File: src/crx_pkg.sv
// constants and types for the call/return/reset execution block
// assumes a 21-bit program counter and one 100 MHz system clock
//
// Overview of operation
// - relative call pushes call address plus 2, loads target, second cycle idle
// - call target is incremented pc plus two times signed offset field
// - software reset opcode 0x00FF performs the master-clear reset
// - software reset is one cycle, reset starts in Q2, Q3/Q4 idle
// - return from interrupt pops stack into pc in Q4 of first cycle
// - return from interrupt sets high or low priority global enable only
// - shadow flag 1 restores working, status and bank select from shadows
// - shadow flag 0 leaves working, status and bank select unchanged
// - return with literal loads working register with literal, pc from stack top
// - return with literal: literal read Q2, pop and write Q4, cycle 2 idle
// - stack-reloading returns leave pc upper and high latches untouched
package crx_pkg;
   // ==========================================================
   // widths
   localparam int PC_W   = 21;
   localparam int DATA_W = 8;
   localparam int BANK_W = 6;
   localparam int OFS_W  = 11;
   // ==========================================================
   // opcodes, reset values and pc step
   localparam logic [15:0] OP_SWRESET  = 16'h00FF;
   localparam logic [14:0] OP_RET_INT  = 15'h0008;
   localparam logic [7:0]  OP_RET_LIT  = 8'h0C;
   localparam logic [4:0]  OP_REL_CALL = 5'h1B;
   localparam logic [DATA_W-1:0] W_RST    = 8'h00;
   localparam logic [DATA_W-1:0] ST_RST   = 8'h00;
   localparam logic [BANK_W-1:0] BANK_RST = 6'h00;
   localparam logic [PC_W-1:0]   PC_RST  = 21'h000000;
   localparam logic [PC_W-1:0]   PC_STEP = 21'h000002;
   // ==========================================================
   // types
   typedef enum logic [1:0] {CRX_Q1, CRX_Q2, CRX_Q3, CRX_Q4} crx_q_t;
   typedef enum logic [2:0] {CRX_NONE, CRX_CALL, CRX_SWRST, CRX_RETI, CRX_RETL}
      crx_op_t;
endpackage

File: src/crx_ctl_if.sv
// decoded instruction between the decoder and the sequencer
// assumes both ends share the system clock
interface crx_ctl_if;
   import crx_pkg::*;
   crx_op_t             op;
   logic                shadow;
   logic [DATA_W-1:0]   literal;
   logic [PC_W-1:0]     target;
   modport dec (output op, output shadow, output literal, output target);
   modport seq (input op, input shadow, input literal, input target);
endinterface

File: src/crx_decode.sv
// opcode decoder and relative call target arithmetic
// assumes pc is the address of the instruction being decoded
module crx_decode
   import crx_pkg::*;
(
   input  wire logic [15:0]    i_instr,
   input  wire logic [PC_W-1:0] i_pc,
   crx_ctl_if.dec              ctl
);
   logic [PC_W-1:0] ofs2;
   always_comb
   begin
      ctl.op = CRX_NONE;
      if (i_instr[15:11] == OP_REL_CALL)
         ctl.op = CRX_CALL;
      else if (i_instr == OP_SWRESET)
         ctl.op = CRX_SWRST;
      else if (i_instr[15:1] == OP_RET_INT)
         ctl.op = CRX_RETI;
      else if (i_instr[15:8] == OP_RET_LIT)
         ctl.op = CRX_RETL;
   end
   assign ctl.shadow  = i_instr[0];
   assign ctl.literal = i_instr[7:0];
   // sign-extended offset doubled
   assign ofs2 = {{(PC_W-OFS_W-1){i_instr[10]}}, i_instr[10:0], 1'b0};
   assign ctl.target = i_pc + PC_STEP + ofs2;
endmodule

File: src/crx_exec.sv
// call/return/reset execution sequencer
// assumes an instruction word presented for a whole cycle from Q1
module crx_exec
   import crx_pkg::*;
(
   // clock and reset
   input  wire logic                  i_clk_sys,
   input  wire logic                  i_nrst,
   // instruction stream
   input  wire logic                  i_valid,
   input  wire logic [15:0]           i_instr,
   input  wire logic [PC_W-1:0]       i_pc,
   input  wire logic                  i_interrupt_priority_high,
   // return stack
   input  wire logic [PC_W-1:0]       i_stack_top,
   output logic                       o_push,
   output logic [PC_W-1:0]            o_push_data,
   output logic                       o_pop,
   // core registers
   input  wire logic [DATA_W-1:0]     i_working_shadow,
   input  wire logic [DATA_W-1:0]     i_status_shadow,
   input  wire logic [BANK_W-1:0]     i_bank_select_shadow,
   output logic [PC_W-1:0]            o_pc,
   output logic [DATA_W-1:0]          o_working,
   output logic [DATA_W-1:0]          o_status,
   output logic [BANK_W-1:0]          o_bank_select_register,
   output logic [7:0]                 o_pc_high_latch,
   output logic [7:0]                 o_pc_upper_latch,
   output logic                       o_high_priority_global_enable,
   output logic                       o_low_priority_global_enable,
   // status
   output crx_pkg::crx_q_t            o_phase,
   output logic                       o_busy,
   output logic                       o_soft_reset
);
   import crx_pkg::*;
   // ==========================================================
   // reset synchroniser
   logic rs1_reg, rs2_reg, swr_reg, swr_next, rst_n;
   always_ff @(posedge i_clk_sys or negedge i_nrst)
   begin
      if (!i_nrst)
      begin
         rs1_reg <= 1'b0;
         rs2_reg <= 1'b0;
      end
      else
      begin
         rs1_reg <= 1'b1;
         rs2_reg <= rs1_reg;
      end
   end
   // software reset acts as the master clear for every register of the block except the reset synchroniser and swr_reg
   assign rst_n = rs2_reg & ~swr_reg;
   // ==========================================================
   // decoder
   crx_ctl_if ctl ();
   crx_decode u_dec
   (
      .i_instr (i_instr),
      .i_pc    (i_pc),
      .ctl     (ctl)
   );
   // ==========================================================
   // state
   crx_q_t            q_reg, q_next;
   crx_op_t           op_reg, op_next;
   logic              idle2_reg, idle2_next;
   logic              sh_reg, sh_next;
   logic [DATA_W-1:0] lit_reg, lit_next;
   logic [PC_W-1:0]   tgt_reg, tgt_next, pc_reg, pc_next;
   logic [DATA_W-1:0] w_reg, w_next, st_reg, st_next;
   logic [BANK_W-1:0] bank_reg, bank_next;
   logic              gh_reg, gh_next, gl_reg, gl_next;
   logic              push_next, pop_next, push_reg, pop_reg;
   logic [PC_W-1:0]   pd_reg, pd_next;
   always_comb
   begin
      q_next     = crx_q_t'(q_reg + 2'd1);
      op_next    = op_reg;
      idle2_next = idle2_reg;
      sh_next    = sh_reg;
      lit_next   = lit_reg;
      tgt_next   = tgt_reg;
      pc_next    = pc_reg;
      w_next     = w_reg;
      st_next    = st_reg;
      bank_next  = bank_reg;
      gh_next    = gh_reg;
      gl_next    = gl_reg;
      push_next  = 1'b0;
      pop_next   = 1'b0;
      pd_next    = pd_reg;
      swr_next   = 1'b0;
      case (q_reg)
         CRX_Q1:
         begin
            if (idle2_reg)
               op_next = CRX_NONE;
            else if (i_valid)
            begin
               op_next  = ctl.op;
               sh_next  = ctl.shadow;
               tgt_next = ctl.target;
            end
            else
               op_next = CRX_NONE;
         end
         CRX_Q2:
         begin
            case (op_reg)
               CRX_CALL:
               begin
                  push_next = 1'b1;
                  pd_next   = i_pc + PC_STEP;
               end
               CRX_SWRST: swr_next = 1'b1;
               CRX_RETL:  lit_next = ctl.literal;
               default:   lit_next = lit_reg;
            endcase
         end
         CRX_Q3: op_next = op_reg;
         CRX_Q4:
         begin
            idle2_next = 1'b0;
            case (op_reg)
               CRX_CALL:
               begin
                  pc_next    = tgt_reg;
                  idle2_next = 1'b1;
               end
               CRX_RETI:
               begin
                  pop_next   = 1'b1;
                  pc_next    = i_stack_top;
                  idle2_next = 1'b1;
                  if (i_interrupt_priority_high)
                     gh_next = 1'b1;
                  else
                     gl_next = 1'b1;
                  if (sh_reg)
                  begin
                     w_next   = i_working_shadow;
                     st_next  = i_status_shadow;
                     bank_next = i_bank_select_shadow;
                  end                                              // else kept
               end
               CRX_RETL:
               begin
                  pop_next   = 1'b1;
                  pc_next    = i_stack_top;
                  w_next     = lit_reg;
                  idle2_next = 1'b1;
               end
               default: pc_next = pc_reg;
            endcase
         end
         default: q_next = CRX_Q1;
      endcase
   end
   always_ff @(posedge i_clk_sys or negedge rst_n)
   begin
      if (!rst_n)
      begin
         q_reg     <= CRX_Q1;
         op_reg    <= CRX_NONE;
         idle2_reg <= 1'b0;
         sh_reg    <= 1'b0;
         lit_reg   <= W_RST;
         tgt_reg   <= PC_RST;
         pc_reg    <= PC_RST;
         w_reg     <= W_RST;
         st_reg    <= ST_RST;
         bank_reg  <= BANK_RST;
         gh_reg    <= 1'b0;
         gl_reg    <= 1'b0;
         push_reg  <= 1'b0;
         pop_reg   <= 1'b0;
         pd_reg    <= PC_RST;
      end
      else
      begin
         q_reg     <= q_next;
         op_reg    <= op_next;
         idle2_reg <= idle2_next;
         sh_reg    <= sh_next;
         lit_reg   <= lit_next;
         tgt_reg   <= tgt_next;
         pc_reg    <= pc_next;
         w_reg     <= w_next;
         st_reg    <= st_next;
         bank_reg  <= bank_next;
         gh_reg    <= gh_next;
         gl_reg    <= gl_next;
         push_reg  <= push_next;
         pop_reg   <= pop_next;
         pd_reg    <= pd_next;
      end
   end
   // pulse lives on the synchronised reset only, else it would clear itself
   always_ff @(posedge i_clk_sys or negedge rs2_reg)
   begin
      if (!rs2_reg)
         swr_reg <= 1'b0;
      else
         swr_reg <= swr_next;
   end
   // ==========================================================
   // outputs
   assign o_push                        = push_reg;
   assign o_push_data                   = pd_reg;
   assign o_pop                         = pop_reg;
   assign o_pc                          = pc_reg;
   assign o_working                     = w_reg;
   assign o_status                      = st_reg;
   assign o_bank_select_register        = bank_reg;
   // latches are never written by this block
   assign o_pc_high_latch               = 8'h00;
   assign o_pc_upper_latch              = 8'h00;
   assign o_high_priority_global_enable = gh_reg;
   assign o_low_priority_global_enable  = gl_reg;
   assign o_phase                       = q_reg;
   assign o_busy                        = idle2_reg | (op_reg != CRX_NONE);
   assign o_soft_reset                  = swr_reg;
endmodule

File: config.mk
export PLATFORM = sky130hd
export DESIGN_NAME = crx_exec
export DESIGN_NICKNAME = d
export VERILOG_FILES = /design/src/crx_pkg.sv /design/src/crx_ctl_if.sv /design/src/crx_decode.sv /design/src/crx_exec.sv
export SDC_FILE = /design/constraint.sdc
export NUM_CORES = 1
export LEC_CHECK = 0
export ABC_AREA = 1
export CAP_MARGIN = 10
export CORE_UTILIZATION = 65
export DETAILED_ROUTE_END_ITERATION = 8
export DONT_BUFFER_PORTS = 1
export PLACE_DENSITY = 0.84
export SLEW_MARGIN = 20
export SYNTH_ARGS = -nofsm -noshare
export SYNTH_HDL_FRONTEND = slang
export SYNTH_SLANG_ARGS = --single-unit
File: constraint.sdc
create_clock -name i_clk_sys -period 9.8 [get_ports i_clk_sys]
set_input_delay 0.98 -clock i_clk_sys [delete_from_list [all_inputs] [get_ports i_clk_sys]]
set_output_delay 0.98 -clock i_clk_sys [all_outputs]
set_load 0.005 [all_outputs]
==> results of run 1 <==
-- metal layers --
layer	wire, um	global-route usage [%]	vias to the layer above
met5	0	0	-
met4	249	9.76	0
met3	1330	7.94	25
met2	6220	47.4	240
met1	5940	38.8	2296
li1	-	-	2409
-- report_power, final --
| part | leakage, nW | switching [W] | internal (W) |
|---|---|---|---|
| sequential | 1.15 | 0.0000263 | 0.000479 |
| combinational | 1.83 | 0.0000938 | 0.0000568 |
| clock | 0.100 | 0.000169 | 0.000107 |
| total | 3.08 | 0.000289 | 0.000643 |
-- worst max-delay path: stages --
cell     delay (ps)
ha_1            220
nand3_1         140
nor2_1          150
nand2_1          90
o21ai_0         200
inv_1            80
ha_1            370
nand2_1         130
nor2_1          210
inv_1            70
nor2_1          150
nand3_1         100
nand3_1         110
nand3_1          80
nand3_1          80
nand2_1          50
-- final cells by class --
class | instances | area share, %
Multi-Input combinational cell | 564 | 47.8
Sequential cell | 107 | 42.6
Inverter | 65 | 3.88
Clock buffer | 10 | 2.19
Tap cell | 108 | 2.15
Clock inverter | 6 | 1.02
Timing Repair Buffer | 3 | 0.358
-- logic make-up (layout without fill, tap and decap cells) --
kind of cell,count (synthesis),count (layout),share of synthesized area [%]
multiplexers,17,17,3.76
flip-flops,107,107,43.9
XOR/XNOR,18,18,2.59
AO/OA/AOI/OAI,97,97,9.22
other,2,17,0.123
buffers and inverters,101,84,7.86
adder cells (fa/ha/maj),26,26,5.46
AND/OR/NAND/NOR,389,389,27.1
-- metrics by stage --
step | setup WS, ps | hold WS (ps)
after CTS | 6910 | 29.5
final | 6850 | 26.1
after detailed placement | 6510 | 18.2
after floorplan | 3250 | 5.34
after global routing | 6560 | 32.6
after global placement | 6580 | 9.22
-- path summary, 6_finish.rpt --
| check | from | to | depth (start not counted) |
|---|---|---|---|
| min in group i_clk_sys | rs1_reg | rs2_reg | 0 |
| max | i_pc[1] | tgt_reg[20] | 16 |
| min | rs2_reg | o_soft_reset | 0 |
| max in group asynchronous | o_soft_reset | tgt_reg[16] | 2 |
| max reg2reg | op_reg[1] | o_pc[4] | 7 |
| min reg2reg | rs2_reg | o_soft_reset | 0 |
-- cell usage in the layout (no fill, tap or decap), types with 12 or more instances in the layout --
cell and n:
nand3_1 35, xor2_1 12, conb_1 17, nor2_1 68, ha_1 25, inv_1 61
a31oi_1 30, a21oi_1 19, dfrtp_1 107, o21ai_0 32, nand2_1 245
==> key figures, run 1 <==
Outcome
  – Status: complete, no violations

Clock tree
  – Hold bufs inserted after CTS: 0
  – Max H-tree Level: 3
  – CTS tree: built
  – Sink Count: 107
  – Buffer count from post-CTS setup fixing: 0
  – CTS Root Buffer Type: clkbuf_8
  – Post-CTS Resized: 0
  – Clock Path Buffers: 2
  – CTS Buf Count: 9
  – Clk_lat worst skew: 380 ps
  – Clock slew at reported path FFs: 120 ps

Worst setup path
  – Crit. End Element: flip-flop
  – Data arrival, critical path: 3230 ps
  – Flop2flop setup slack: 7270 ps
  – Crit path max fanout: 6
  – Worst Path Required: 10080 ps
  – CP Class: input pin to flip-flop
  – Startpoint Class: input pin

Pwr
  – LEAKAGE: 3.08 nW
  – Power, Total: 0.000931 W
  – Power density over cell area: 148 nW/um^2
  – Peak supply drop: 0.0000962 V

Layout
  – # diodes: 0
  – Reg area: 2680 sq um
  – Final Non-Filler Cells: 863
  – Layout cells sized above 1: 7.55%
  – Area delta synth->final: 3.08%
  – Filler cells: 720
  – Final nets: 860
  – Area of the multi-input gates: 3000 sq um
  – Final core utilization: 70.7%
  – Final instance area: 6280 sq um

STA
  – Final min period: 2950 ps
  – Final period util: 30.1%
  – Relative slew margins: 43.0%
  – RSZ-0062 raised after global routing: false
  – Fin. max-slew vios: 0
  – Worst-margin pin slew: 856 ps
  – Setup TNS: 0 ps
  – Skew final: 15.6 ps
  – Max frequency: 339 MHz
  – Setup-failing EPs final: 0
  – Final hold violation count: 0

Global route
  – Largest net degree at the start of global routing: 61
  – Global route overflow: 0
  – Antenna violations before repair: 0
  – Total track usage: 29.4%
  – Vias in the first global route: 4988
  – First-pass GRT wire length: 23000 um

Logic synthesis
  – Distinct cells, synth: 41
  – Top-count cell post-synth: nand2_1
  – Avg Inst Size Synth: 8.05 sq um
  – Number of synthesized flops with an enable pin: 0
  – Commonest cells post-synth: 245 x nand2_1, 107 x dfrtp_1, 69 x nor2_1
  – Main synth FF type: dfrtp_1
  – Post-synthesis sequential area ratio: 43.9%
  – Synth top area cells: dfrtp_1 44%, nand2_1 15%, ha_1 5.1%
  – FFs w/ async S/R, synth: 100%
  – Synthesized netlist cell count: 757
  – Synthesized cell area: 6100 sq um
  – Yosys top cell by area: dfrtp_1
  – Share of the synthesized area in the top cell type: 43.9%
  – #FFs+latches synth: 107
  – Yosys warns: 0

Placed design
  – Area after DPL: 6080 sq um
  – Placed cell count: 847
  – Placer Congestion: 0.912
  – Post-detail-place hpwl: 10700 um
  – Input/output buffers: 0

Floorplanning
  – Initial Util: 68.6%
  – Die Y-Extent: 98.8 um
  – Die X: 98.8 um
  – FP Rows: 34
  – I/O pin cnt: 172
  – Core area: 8890 sq um
  – Die area: 9770 sq um

Routing
  – Detail Route Antenna Nets: 0
  – Avg WL per Cell: 15.9 um
  – DRT iter0 DRCs: 328
  – Via count: 4970
  – Via density per instance: 5.76
  – DRC: 0
  – DR pass1 iterations: 5
  – Final wirelength: 13700 um

Worst hold path
  – Path type of the worst min-delay path: flip-flop to asynchronous set/reset pin

Flow run
  – Max Cap Viol: 0
(Power assumes the default switching activity.)
==> inputs of run 2 (changes only) <==
--- a/config.mk
+++ b/config.mk
@@ -7,10 +7,10 @@
 export LEC_CHECK = 0
 export ABC_AREA = 1
 export CAP_MARGIN = 10
-export CORE_UTILIZATION = 65
+export CORE_UTILIZATION = 58
 export DETAILED_ROUTE_END_ITERATION = 8
 export DONT_BUFFER_PORTS = 1
-export PLACE_DENSITY = 0.84
+export PLACE_DENSITY = 0.79
 export SLEW_MARGIN = 20
 export SYNTH_ARGS = -nofsm -noshare
 export SYNTH_HDL_FRONTEND = slang
==> constraint.sdc (replaced) <==
create_clock -name i_clk_sys -period 2.6 [get_ports i_clk_sys]
set_input_delay 0.26 -clock i_clk_sys [delete_from_list [all_inputs] [get_ports i_clk_sys]]
set_output_delay 0.26 -clock i_clk_sys [all_outputs]
set_load 0.005 [all_outputs]
==> run 2 against run 1 <==
Compared with the run above: register-to-register slack worse by 6600 ps; clock-buffer cell count is 1 higher; clock power grew to 3.5 times the previous value; setup slack worse by 6400 ps; first-iteration DRC count is 1.8% lower; sequential share of layout area is 0.54 points lower; combinational power grew to 3.8 times the previous value; die area is 12% higher; critical path depth is 1 lower; cell count is 4.2% higher.
==> key figures, run 2 (synthesis results as in run 1) <==
Outcome
  – Status: complete, no violations

Clock tree
  – CTS Buf Count: 9
  – Clock slew at reported path FFs: 100 ps
  – Hold bufs inserted after CTS: 3
  – Clock Path Buffers: 2
  – Clk_lat worst skew: 370 ps
  – Sink Count: 107
  – Max H-tree Level: 3
  – CTS tree: built
  – CTS Root Buffer Type: clkbuf_8
  – Post-CTS Resized: 0
  – Buffer count from post-CTS setup fixing: 0

Pwr
  – Internal: 0.00241 W
  – P_sw: 0.00104 W
  – Comb pwr share: 16.8%
  – Register share of total power: 55.3%
  – LEAKAGE: 3.10 nW
  – Power density over cell area: 541 nW/um^2
  – Clock network power share: 27.9%
  – Peak supply drop: 0.000281 V
  – Sw frac: 30.1%

Global route
  – Global route overflow: 0
  – First-pass GRT wire length: 23500 um
  – Total track usage: 27.0%
  – Antenna violations before repair: 0
  – Vias in the first global route: 4988
  – Largest net degree at the start of global routing: 43

Layout
  – Most common cell after layout, fill and taps aside: nand2_1
  – Final core utilization: 61.9%
  – Layout cells sized above 1: 7.99%
  – Filler cells: 940
  – # diodes: 0
  – Most frequent cells in the layout: 245 x nand2_1, 107 x dfrtp_1, 68 x nor2_1
  – Area delta synth->final: 4.39%
  – Final nets: 868

Placed design
  – Placer Congestion: 0.926
  – Pre-CTS setup slack: 101 ps
  – Input/output buffers: 0
  – Post-detail-place hpwl: 11200 um

Routing
  – Via count: 5036
  – Via density per instance: 5.60
  – Final wirelength: 14300 um
  – DRC: 0
  – DR pass1 iterations: 6
  – Avg WL per Cell: 15.9 um
  – Detail Route Antenna Nets: 0
  – DRT iter0 DRCs: 322

STA
  – Final period util: 81.6%
  – Max frequency: 471 MHz
  – RSZ-0062 raised after global routing: false
  – Relative slew margins: 56.9%
  – Fin. max-slew vios: 0
  – Final WS setup: 478 ps
  – Setup-failing EPs final: 0
  – WHS: 23.5 ps
  – Setup TNS: 0 ps
  – Worst-margin pin slew: 644 ps
  – Skew final: 7.04 ps
  – Final min period: 2120 ps
  – Final hold violation count: 0

Worst hold path
  – Path type of the worst min-delay path: flip-flop to asynchronous set/reset pin

Floorplanning
  – Die Y-Extent: 105 um
  – Core area: 10300 sq um
  – Die X: 105 um
  – Die area: 10900 sq um
  – FP Rows: 37
  – Initial Util: 59.3%
  – I/O pin cnt: 172

Worst setup path
  – Data arrival, critical path: 2390 ps
  – Crit Reg-Reg Startpoint: op_reg[1]
  – R2r endpoint: o_pc[9]
  – Flop2flop setup slack: 700 ps
  – Crit path max fanout: 4
  – CP Class: input pin to flip-flop
  – Startpoint Class: input pin
  – Worst Path Required: 2870 ps
  – Reg2Reg Depth: 7
  – Crit. End Element: flip-flop

Flow run
  – Max Cap Viol: 0
[run 2: cell types whose count changed in the layout (fill, tap and decap cells not counted)]
cell,before,now
inv_6,2,0
clkinv_8,1,0
clkinv_4,0,1
buf_4,3,8
inv_8,2,1
clkbuf_1,0,1
dlygate4sd3_1,0,3
clkinv_2,0,2
[run 2: worst max-delay path by stage]
stage | end | startpoint
global placement | tgt_reg[20] | i_pc[1]
finish | tgt_reg[20] | i_pc[1]
global route | tgt_reg[20] | i_pc[1]
floorplan | idle2_reg | o_soft_reset
CTS | tgt_reg[19] | i_pc[1]
detailed placement | tgt_reg[19] | i_pc[1]
[run 2: cell type report]
class / instances / area, sq um / share of cell area [%]
Inverter: 65 / 244 / 3.83
Sequential cell: 107 / 2680 / 42.1
Clock inverter: 5 / 37.5 / 0.590
Clock buffer: 11 / 141 / 2.22
Timing Repair Buffer: 11 / 90.1 / 1.42
Tap cell: 136 / 170 / 2.67
Multi-Input combinational cell: 564 / 3000 / 47.2
[run 2: worst max-delay path, stage by stage]
cell	delay, ps
inv_1	60
nor3_2	240
nand2_1	170
nor3_1	210
xnor2_1	170
inv_1	70
ha_1	330
nand2_1	130
nor2_1	190
and2_1	170
nand3_1	80
nand3_1	110
nand3_1	80
nand3_1	80
nand2_1	50
[run 2: power by group through the flow]
| stage | Combinational [W] | Sequential, W | Clock (W) |
|---|---|---|---|
| floorplan | 0.000462 | 0.00191 | 0 |
| global placement | 0.000555 | 0.00193 | 0 |
| detailed placement | 0.000571 | 0.00194 | 0 |
| CTS | 0.000577 | 0.00190 | 0.000979 |
| global route | 0.000668 | 0.00192 | 0.00104 |
| finish | 0.000580 | 0.00190 | 0.000959 |
[run 2: layer usage]
metal	vias to the layer above	GRT usage, %	share of wire (%)
li1	2427	-	-
met5	-	0	0
met3	26	8.40	9.0
met2	206	43.0	45
met4	0	9.29	1.7
met1	2377	35.0	44
[run 2: per-stage QoR]
| step | cells | total power (W) | area (sq um) |
|---|---|---|---|
| CTS | 899 | 0.00346 | 6360 |
| finish | 899 | 0.00344 | 6360 |
| detailed placement | 880 | 0.00251 | 6150 |
| floorplan | 772 | 0.00237 | 6160 |
| global placement | 880 | 0.00249 | 6150 |
| global route | 899 | 0.00363 | 6360 |
